--- src/verilog/llfr_pkg.sv ---
package llfr_pkg;
   // station clock
   localparam int CLK_PERIOD_NS = 10;
   // sequence numbers run modulo 128
   localparam int SEQ_W = 7;
   localparam logic [SEQ_W-1:0] SEQ_ZERO = 7'h00;
   localparam logic [SEQ_W-1:0] SEQ_ONE = 7'h01;
   localparam int RETRY_W = 8;
   localparam logic [RETRY_W-1:0] RETRY_ZERO = 8'h00;
   localparam logic [RETRY_W-1:0] RETRY_ONE = 8'h01;
   // rejected control field, cause bits, then V(S) and V(R)
   localparam int CTRL_W = 16;
   localparam int CAUSE_W = 5;
   localparam int INFO_W = CTRL_W + CAUSE_W + 2 * SEQ_W;
   localparam logic [INFO_W-1:0] INFO_ZERO = '0;

   typedef enum logic [3:0] {
      PDU_I = 4'h0,
      PDU_RR = 4'h1,
      PDU_RNR = 4'h2,
      PDU_REJ = 4'h3,
      PDU_SABME = 4'h4,
      PDU_DISC = 4'h5,
      PDU_DM = 4'h6,
      PDU_UA = 4'h7,
      PDU_FRMR = 4'h8,
      PDU_RSET = 4'h9,
      PDU_OTHER = 4'hF
   } llfr_pdu_t;

   typedef enum logic [1:0] {
      ST_DISC = 2'b00,
      ST_INFO = 2'b01,
      ST_FRMR = 2'b10,
      ST_RWAIT = 2'b11
   } llfr_state_t;

   typedef struct packed {
      llfr_state_t st;
      logic in_frmr;
      logic [SEQ_W-1:0] vs;
      logic [SEQ_W-1:0] vr;
      logic pend_ua;
      logic pend_frmr;
      logic pend_cmd;
      llfr_pdu_t cmd_kind;
      logic tx_valid;
      llfr_pdu_t tx_type;
      logic [INFO_W-1:0] frmr_info;
      logic [RETRY_W-1:0] retries;
      logic rej_any;
      logic rej_nr;
      logic fail;
      logic discard;
      logic deliver;
   } llfr_regs_t;
endpackage

--- src/verilog/llfr_station.sv ---
`timescale 1ns/1ns
// Contract
// - station can send FRMR asking the peer to reset the link.
// - on received FRMR, start reset by RSET/SABME or disconnect by DISC; the code sends RSET or DISC only.
// - after sending FRMR the station enters the FRMR condition.
// - FRMR condition ends on SABME, DISC, DM or RSET sent or received.
// - other commands in FRMR condition resend FRMR with same information.
// - in FRMR condition no new I PDUs; received I and S discarded.
// - acknowledgment timer starts when FRMR is sent.
// - on timer expiry before SABME/DISC, resend FRMR and restart timer; the code gives up at the N2-th expiry, reports failure and enters ST_DISC.
// - extra FRMR while timer runs leaves the timer untouched.
// - accepted RSET is confirmed by UA at the earliest opportunity.
// - accepted RSET clears the receive variable V(R) to zero.
// - RSET sender clears V(S) to zero on receiving UA.
// - RSET clears rejection conditions except a reported invalid N(R).
// - invalid N(R) condition clears only by RSET from its detector; the code also clears it on a received SABME.
// - rejectable PDU during information transfer triggers an FRMR.
// - accepted SABME returns UA and clears V(S) and V(R).
// - awaiting reset, discard all PDUs except SABME and DISC commands; the code also acts on UA and DM responses.
module llfr_station #(
   parameter int ACK_TIME_US = 1000,
   parameter int N2 = 3,
   parameter int ACK_CYCLES = ACK_TIME_US * 1000 / llfr_pkg::CLK_PERIOD_NS
) (
   input wire logic i_clk,
   input wire logic i_reset,
   input wire logic i_ce,
   input wire logic i_rx_valid,
   input wire logic [3:0] i_rx_type,
   input wire logic i_rx_cmd,
   input wire logic i_rx_reject,
   input wire logic i_rx_bad_nr,
   input wire logic [15:0] i_rx_ctrl,
   input wire logic [4:0] i_rx_cause,
   input wire logic i_tx_ready,
   input wire logic i_hl_data_req,
   input wire logic i_hl_connect,
   input wire logic i_hl_reset,
   input wire logic i_frmr_reply_disc,
   output logic o_tx_valid,
   output logic [3:0] o_tx_type,
   output logic [34:0] o_tx_frmr_info,
   output logic [6:0] o_vs,
   output logic [6:0] o_vr,
   output logic [1:0] o_link_state,
   output logic o_frmr_cond,
   output logic o_rej_nr,
   output logic o_ack_running,
   output logic o_fail,
   output logic o_rx_discard,
   output logic o_rx_deliver
);
   initial begin
      if (N2 < 1 || N2 > 255) $error("llfr_station: N2 out of 1..255");
      if (ACK_CYCLES < 1) $error("llfr_station: ACK_CYCLES below one");
   end

   localparam int RW = llfr_pkg::RETRY_W;
   localparam logic [RW-1:0] N2_LIM = RW'(N2);

   llfr_pkg::llfr_regs_t r_reg;
   llfr_pkg::llfr_regs_t r_next;

   logic c_sabme, c_disc, c_rset, c_dm, c_ua, c_frmr, c_ios, c_cmd;
   logic tim_start, tim_stop, tim_running, tim_expired;
   logic rx, clr_evt;

   llfr_rx_class u_class (
      .i_type(i_rx_type),
      .i_cmd(i_rx_cmd),
      .o_sabme(c_sabme),
      .o_disc(c_disc),
      .o_rset(c_rset),
      .o_dm(c_dm),
      .o_ua(c_ua),
      .o_frmr(c_frmr),
      .o_i_or_s(c_ios),
      .o_cmd(c_cmd)
   );

   llfr_ack_timer #(.CYCLES(ACK_CYCLES)) u_timer (
      .i_clk(i_clk),
      .i_reset(i_reset),
      .i_ce(i_ce),
      .i_start(tim_start),
      .i_stop(tim_stop),
      .o_running(tim_running),
      .o_expired(tim_expired)
   );

   function automatic logic waiting(input llfr_pkg::llfr_state_t s);
      return s == llfr_pkg::ST_FRMR || s == llfr_pkg::ST_RWAIT;
   endfunction

   assign rx = i_rx_valid;
   assign clr_evt = c_sabme || c_disc || c_rset || c_dm;

   always_comb begin
      r_next = r_reg;
      r_next.fail = 1'b0;
      r_next.discard = 1'b0;
      r_next.deliver = 1'b0;
      tim_start = 1'b0;
      if (r_reg.tx_valid && i_tx_ready) begin
         r_next.tx_valid = 1'b0;
      end
      // expiry first so a same-cycle clearing PDU overrides the retry
      if (tim_expired && waiting(r_reg.st)) begin
         r_next.retries = r_reg.retries + llfr_pkg::RETRY_ONE;
         if (r_reg.retries + llfr_pkg::RETRY_ONE >= N2_LIM) begin
            r_next.fail = 1'b1;
            r_next.st = llfr_pkg::ST_DISC;
            r_next.pend_frmr = 1'b0;
            r_next.pend_cmd = 1'b0;
         end else if (r_reg.st == llfr_pkg::ST_FRMR) begin
            r_next.pend_frmr = 1'b1;
         end else begin
            r_next.pend_cmd = 1'b1;
         end
      end
      if (rx && r_reg.st != llfr_pkg::ST_DISC) begin
         if (c_sabme) begin
            r_next.pend_ua = 1'b1;
            r_next.vs = llfr_pkg::SEQ_ZERO;
            r_next.vr = llfr_pkg::SEQ_ZERO;
            r_next.rej_any = 1'b0;
            r_next.rej_nr = 1'b0;
            r_next.pend_frmr = 1'b0;
            r_next.pend_cmd = 1'b0;
            r_next.st = llfr_pkg::ST_INFO;
         end else if (c_disc || c_dm) begin
            r_next.pend_ua = c_disc;
            r_next.pend_frmr = 1'b0;
            r_next.pend_cmd = 1'b0;
            r_next.st = llfr_pkg::ST_DISC;
         end else if (r_reg.st == llfr_pkg::ST_RWAIT) begin
            if (c_ua) begin
               r_next.vs = llfr_pkg::SEQ_ZERO;
               if (r_reg.cmd_kind == llfr_pkg::PDU_SABME) begin
                  r_next.vr = llfr_pkg::SEQ_ZERO;
               end
               r_next.pend_cmd = 1'b0;
               r_next.st = llfr_pkg::ST_INFO;
            end else begin
               r_next.discard = 1'b1;
            end
         end else if (c_rset) begin
            r_next.pend_ua = 1'b1;
            r_next.vr = llfr_pkg::SEQ_ZERO;
            // a peer RSET cannot clear our reported invalid N(R)
            r_next.rej_any = r_reg.rej_nr;
            r_next.pend_frmr = 1'b0;
            r_next.st = llfr_pkg::ST_INFO;
         end else if (c_frmr) begin
            r_next.pend_cmd = 1'b1;
            r_next.cmd_kind = i_frmr_reply_disc ? llfr_pkg::PDU_DISC :
                                                  llfr_pkg::PDU_RSET;
         end else if (r_reg.st == llfr_pkg::ST_FRMR) begin
            if (c_cmd) begin
               r_next.pend_frmr = 1'b1;
            end
            if (c_ios) begin
               r_next.discard = 1'b1;
            end
         end else if (i_rx_reject) begin
            r_next.frmr_info = {i_rx_ctrl, i_rx_cause, r_reg.vs, r_reg.vr};
            r_next.rej_any = 1'b1;
            r_next.rej_nr = i_rx_bad_nr;
            r_next.pend_frmr = 1'b1;
         end else if (c_ios && llfr_pkg::llfr_pdu_t'(i_rx_type) ==
                      llfr_pkg::PDU_I) begin
            r_next.deliver = 1'b1;
            r_next.vr = r_reg.vr + llfr_pkg::SEQ_ONE;
         end
      end else if (rx && c_sabme) begin
         r_next.pend_ua = 1'b1;
         r_next.vs = llfr_pkg::SEQ_ZERO;
         r_next.vr = llfr_pkg::SEQ_ZERO;
         r_next.rej_any = 1'b0;
         r_next.rej_nr = 1'b0;
         r_next.st = llfr_pkg::ST_INFO;
      end else if (rx) begin
         r_next.discard = 1'b1;
      end
      if (r_reg.st == llfr_pkg::ST_DISC && i_hl_connect) begin
         r_next.pend_cmd = 1'b1;
         r_next.cmd_kind = llfr_pkg::PDU_SABME;
      end else if (r_reg.st == llfr_pkg::ST_INFO && i_hl_reset &&
                   !r_next.pend_frmr) begin
         r_next.pend_cmd = 1'b1;
         r_next.cmd_kind = llfr_pkg::PDU_RSET;
      end
      // transmit slot: UA first, then FRMR, then commands, then data
      if (!r_next.tx_valid) begin
         if (r_next.pend_ua) begin
            r_next.pend_ua = 1'b0;
            r_next.tx_valid = 1'b1;
            r_next.tx_type = llfr_pkg::PDU_UA;
         end else if (r_next.pend_frmr) begin
            r_next.pend_frmr = 1'b0;
            r_next.tx_valid = 1'b1;
            r_next.tx_type = llfr_pkg::PDU_FRMR;
            if (r_next.st != llfr_pkg::ST_FRMR) begin
               r_next.retries = llfr_pkg::RETRY_ZERO;
            end
            r_next.st = llfr_pkg::ST_FRMR;
            tim_start = 1'b1;
         end else if (r_next.pend_cmd) begin
            r_next.pend_cmd = 1'b0;
            r_next.tx_valid = 1'b1;
            r_next.tx_type = r_next.cmd_kind;
            if (r_next.cmd_kind == llfr_pkg::PDU_DISC) begin
               r_next.st = llfr_pkg::ST_DISC;
            end else begin
               if (r_next.st != llfr_pkg::ST_RWAIT) begin
                  r_next.retries = llfr_pkg::RETRY_ZERO;
               end
               r_next.st = llfr_pkg::ST_RWAIT;
               tim_start = 1'b1;
            end
            if (r_next.cmd_kind == llfr_pkg::PDU_RSET) begin
               r_next.rej_any = 1'b0;
               r_next.rej_nr = 1'b0;
            end
         end else if (r_next.st == llfr_pkg::ST_INFO && i_hl_data_req) begin
            r_next.tx_valid = 1'b1;
            r_next.tx_type = llfr_pkg::PDU_I;
            r_next.vs = r_next.vs + llfr_pkg::SEQ_ONE;
         end
      end
      r_next.in_frmr = r_next.st == llfr_pkg::ST_FRMR;
   end

   // stop when leaving a state that waits on the peer
   assign tim_stop = waiting(r_reg.st) && !waiting(r_next.st);

   always_ff @(posedge i_clk or posedge i_reset) begin
      if (i_reset) begin
         r_reg <= '0;
      end else if (i_ce) begin
         r_reg <= r_next;
      end
   end

   assign o_tx_valid = r_reg.tx_valid;
   assign o_tx_type = r_reg.tx_type;
   assign o_tx_frmr_info = r_reg.frmr_info;
   assign o_vs = r_reg.vs;
   assign o_vr = r_reg.vr;
   assign o_link_state = r_reg.st;
   assign o_frmr_cond = r_reg.in_frmr;
   assign o_rej_nr = r_reg.rej_nr;
   assign o_ack_running = tim_running;
   assign o_fail = r_reg.fail;
   assign o_rx_discard = r_reg.discard;
   assign o_rx_deliver = r_reg.deliver;

   logic ev_live, rx_frmr_cond;
   assign ev_live = i_ce && rx && r_reg.st != llfr_pkg::ST_DISC;
   assign rx_frmr_cond = ev_live && r_reg.st == llfr_pkg::ST_FRMR;
endmodule

--- src/verilog/llfr_ack_timer.sv ---
`timescale 1ns/1ns
module llfr_ack_timer #(
   parameter int CYCLES = 100000
) (
   input wire logic i_clk,
   input wire logic i_reset,
   input wire logic i_ce,
   input wire logic i_start,
   input wire logic i_stop,
   output logic o_running,
   output logic o_expired
);
   localparam int CW = $clog2(CYCLES + 1);
   localparam logic [CW-1:0] LOAD = CW'(CYCLES);
   localparam logic [CW-1:0] ONE = CW'(1);

   initial begin
      if (CYCLES < 1) $error("llfr_ack_timer: CYCLES must be positive");
   end

   typedef struct packed {
      logic [CW-1:0] cnt;
      logic running;
      logic expired;
   } llfr_tim_t;

   llfr_tim_t t_reg;
   llfr_tim_t t_next;

   always_comb begin
      t_next = t_reg;
      t_next.expired = 1'b0;
      if (i_stop) begin
         t_next.running = 1'b0;
      end else if (t_reg.running) begin
         // a start while running is ignored so the count is never stretched
         if (t_reg.cnt == ONE) begin
            t_next.running = 1'b0;
            t_next.expired = 1'b1;
         end else begin
            t_next.cnt = t_reg.cnt - ONE;
         end
      end else if (i_start) begin
         t_next.running = 1'b1;
         t_next.cnt = LOAD;
      end
   end

   always_ff @(posedge i_clk or posedge i_reset) begin
      if (i_reset) begin
         t_reg <= '0;
      end else if (i_ce) begin
         t_reg <= t_next;
      end
   end

   assign o_running = t_reg.running;
   assign o_expired = t_reg.expired;
endmodule

--- src/verilog/llfr_rx_class.sv ---
`timescale 1ns/1ns
module llfr_rx_class (
   input wire logic [3:0] i_type,
   input wire logic i_cmd,
   output logic o_sabme,
   output logic o_disc,
   output logic o_rset,
   output logic o_dm,
   output logic o_ua,
   output logic o_frmr,
   output logic o_i_or_s,
   output logic o_cmd
);
   llfr_pkg::llfr_pdu_t t;

   always_comb begin
      t = llfr_pkg::llfr_pdu_t'(i_type);
      o_sabme = i_cmd && t == llfr_pkg::PDU_SABME;
      o_disc = i_cmd && t == llfr_pkg::PDU_DISC;
      o_rset = i_cmd && t == llfr_pkg::PDU_RSET;
      o_dm = !i_cmd && t == llfr_pkg::PDU_DM;
      o_ua = !i_cmd && t == llfr_pkg::PDU_UA;
      o_frmr = !i_cmd && t == llfr_pkg::PDU_FRMR;
      o_i_or_s = t == llfr_pkg::PDU_I || t == llfr_pkg::PDU_RR ||
                 t == llfr_pkg::PDU_RNR || t == llfr_pkg::PDU_REJ;
      o_cmd = i_cmd;
   end
endmodule

--- config.mk ---
export PLATFORM = sky130hd
export DESIGN_NAME = llfr_station
export DESIGN_NICKNAME = d
export VERILOG_FILES = /design/src/verilog/llfr_pkg.sv /design/src/verilog/llfr_station.sv /design/src/verilog/llfr_ack_timer.sv /design/src/verilog/llfr_rx_class.sv
export SDC_FILE = /design/constraint.sdc
export NUM_CORES = 1
export LEC_CHECK = 0
export BUFFER_PORTS_ARGS = -buffer_cell sky130_fd_sc_hd__buf_2
export CORE_MARGIN = 2
export CORE_UTILIZATION = 45
export DETAILED_ROUTE_END_ITERATION = 10
export GPL_TIMING_DRIVEN = 0
export HOLD_SLACK_MARGIN = 0.12
export PLACE_DENSITY_LB_ADDON = 0.15
export SLEW_MARGIN = 20
export SYNTH_ARGS = -nofsm -noshare
export SYNTH_HDL_FRONTEND = slang
export SYNTH_SLANG_ARGS = --single-unit
export TNS_END_PERCENT = 10
--- constraint.sdc ---
create_clock -name i_clk -period 3.6 [get_ports i_clk]
set_clock_uncertainty 0.1 [all_clocks]
set_input_delay 0.72 -clock i_clk [delete_from_list [all_inputs] [get_ports i_clk]]
set_output_delay 0.72 -clock i_clk [all_outputs]
set_load 0.02 [all_outputs]
==> flow_summary.json <==
{
  "syn_area_per_cell_um2": 9.72,
  "tightest_slew_ns": 0.588,
  "ctsHtreeMaxLevel": 3,
  "vdd_drop_max_v": 0.000329,
  "numPortBuffers": 96,
  "grt_pass1_vias": 4486,
  "floorplan.initialDensity": 0.466,
  "end_kind": "flip-flop",
  "fmax_ghz": 0.295,
  "fin_setup_tns_ns": 0,
  "maxCapViolations": 0,
  "clock-sinks": 95,
  "dr.pass1.iters": 5,
  "ant_nets": 0,
  "clkTransAtPathRegs_ns": 0.06,
  "cts_tree": "yes",
  "ys_seq_elements": 95,
  "synth_top_flop_cell": "dfrtp_1",
  "status": "finished, final reports clean",
  "dpl.hpwl_um": 9880,
  "insertion_delay_ns": 0.35,
  "ys_warn_count": 0,
  "yosysTopAreaCell": "dfrtp_1",
  "cts_setup_buffers": 0,
  "ys_top_cells_by_area": "dfrtp_1 (42%), buf_4 (7.3%), mux2_2 (7.2%)",
  "async_flop_share": 1.00,
  "synth_nets": 623,
  "p_per_area_nw_per_um2": 762,
  "syn_area_um2": 5640,
  "layout-drive-gt1-share": 0.339,
  "cts_buffers": 9,
  "r2r_cells": 11,
  "finalWirelength_um": 13500,
  "synth_edf_count": 0,
  "num_rows": 40,
  "maxSlewViolCount": 0,
  "hold_class": "input pin to asynchronous set/reset pin",
  "finalHoldViolCount": 0,
  "clockBufferDepth": 2,
  "syn_inst": 580,
  "num_vias": 4786,
  "crit_type": "input pin to flip-flop",
  "top_layer_used": "met4",
  "drtIter0Drc": 396,
  "grt_pass1_wl_um": 22000,
  "rsz0062_at_grt": "false",
  "setup_viol": 0,
  "root_buffer": "clkbuf_16",
  "met2_length_um": 6250,
  "syn_to_final_growth_pct": 18.0,
  "ys_types": 76,
  "crit_fanout": 7,
  "setup_slack_ns": 0.210,
  "worstPathRequired_ns": 3.71,
  "wl_met1_um": 6160,
  "worstPathArrival_ns": 3.50,
  "routedWlPerCell_um": 15.7,
  "n_antenna_cell": 0,
  "grt-ovfl-total": 0,
  "total_leakage_power_nw": 3.09,
  "die-area_um2": 13400,
  "viasPerCell": 5.56,
  "ios": 99,
  "core_um2": 12100,
  "num-nets-final": 731,
  "grt_max_degree": 60,
  "cp-start-kind": "input pin",
  "synth_top_area_frac": 0.422,
  "seq_area_frac_synth": 0.422,
  "relSlewSlack": 0.607,
  "period_share": 0.942,
  "die_x_um": 116,
  "die_h_um": 116,
  "drc": 0,
  "largest_reg_flops": 35,
  "gp_congestion": 0.908,
  "grtUsageTotal": 0.208,
  "met3WireLength_um": 800,
  "fin_crit_ns": 3.39,
  "antenna_found_initial": 0,
  "dp_slack_ns": -0.0976
}
==> routing by layer <==
metal / vias up / global-route usage
met1: 2302 / 0.284
met3: 23 / 0.0408
met2: 178 / 0.323
met4: 0 / 0.0921
li1: 2283 / -
met5: - / 0
==> per-stage QoR <==
stage          power, mW   util  hold WS, ns  std cells  instance area [µm²]
6_report            5.07  0.549        0.270        861                 6650
4_1_cts             5.09  0.549        0.277        861                 6650
3_3_place_gp        4.09  0.523        0.367        844                 6330
5_1_grt             5.43  0.549        0.296        861                 6650
2_1_floorplan       3.52      -        0.351        580                 5640
3_5_place_dp        4.16  0.525        0.375        845                 6360
==> repair_timing <==
item | in CTS | in global routing
endpoints found under the setup margin | 0 | 4
hold buffers | 0 | 0
endpoints found under the hold margin | 0 | 0
resized for setup | 0 | 1
==> logic make-up (layout without fill, tap and decap cells) <==
| family | count (synthesis) | in the layout | synth area share |
|---|---|---|---|
| simple gates | 195 | 195 | 0.189 |
| compound gates | 139 | 139 | 0.182 |
| buf+inv | 100 | 213 | 0.109 |
| flops | 95 | 95 | 0.422 |
| mux | 36 | 36 | 0.0719 |
| xor+xnor | 9 | 9 | 0.0140 |
| fa+ha+maj | 6 | 6 | 0.0133 |
==> report_power, final <==
part           switching (mW)  internal (mW)  leakage, nW
Combinational            1.38           1.09         1.76
Sequential              0.280           1.41         1.20
Clock                   0.406          0.507        0.135
==> final cells by class <==
| class | count | area (µm²) |
|---|---|---|
| Sequential cell | 95 | 2380 |
| Multi-Input combinational cell | 385 | 2660 |
| Clock inverter | 4 | 28.8 |
| Tap cell | 168 | 210 |
| Buffer | 74 | 514 |
| Fill cell | 1124 | 5460 |
| Inverter | 26 | 103 |
| Timing Repair Buffer | 97 | 508 |
| Clock buffer | 12 | 256 |
==> placed cells by master, fill, tap and decap left out, types with 8 or more instances in the layout <==
master     netlist  routed
dfrtp_1         95      95
o21ai_0         31      31
mux2_2          36      36
nor2_1          30      30
buf_4           55      55
inv_1           24      23
a21oi_1         14      14
buf_2            6     102
nand3_1         15      15
nand4_1         11      11
or3_1            8       8
clkbuf_1        10      11
nand2_1         47      47
nor3_1          17      17
clkbuf_16        0       9
==> synthesized netlist by cell type (5+ instances only) <==
cell type	instances
o21a_1	7
buf_2	6
or4_1	6
nor2b_1	6
a31oi_1	5
o31ai_1	7
nand4_1	11
o21ai_1	6
and3_1	7
nand2b_1	6
nor2_1	30
a2bb2oi_1	6
o22ai_1	7
inv_1	24
nor3_1	17
ha_1	6
o21ai_0	31
nand3_1	15
o2bb2ai_1	5
or3_1	8
mux2_2	36
clkbuf_1	10
nor4_1	7
a21o_1	5
dfrtp_1	95
xnor2_1	7
and2_1	5
a21oi_1	14
buf_4	55
nand4b_1	6
a22o_1	6
nand2_1	47
==> worst max-delay path: stages <==
cell	delay, ns
buf_2	0.14
nor4b_1	0.50
nand4_1	0.43
o21bai_1	0.31
a21oi_1	0.29
nand2_1	0.18
a21oi_2	0.27
o21ai_1	0.14
and3_1	0.19
buf_2	0.16
a2bb2oi_1	0.14
==> final timing paths <==
kind,start,to,slack (ns)
setup / recovery,i_rx_type[2],u_timer.t_reg[7],0.21
hold / removal,i_reset,u_timer.t_reg[11],0.27
setup reg to reg,r_reg[6],o_vs[4],0.23
hold reg to reg,o_tx_frmr_info[11],o_tx_frmr_info[11],0.38
max in group asynchronous,i_reset,o_vs[1],2.53
min in group i_clk,o_tx_frmr_info[11],o_tx_frmr_info[11],0.38
Note: power is estimated with default switching activity, not from simulation.
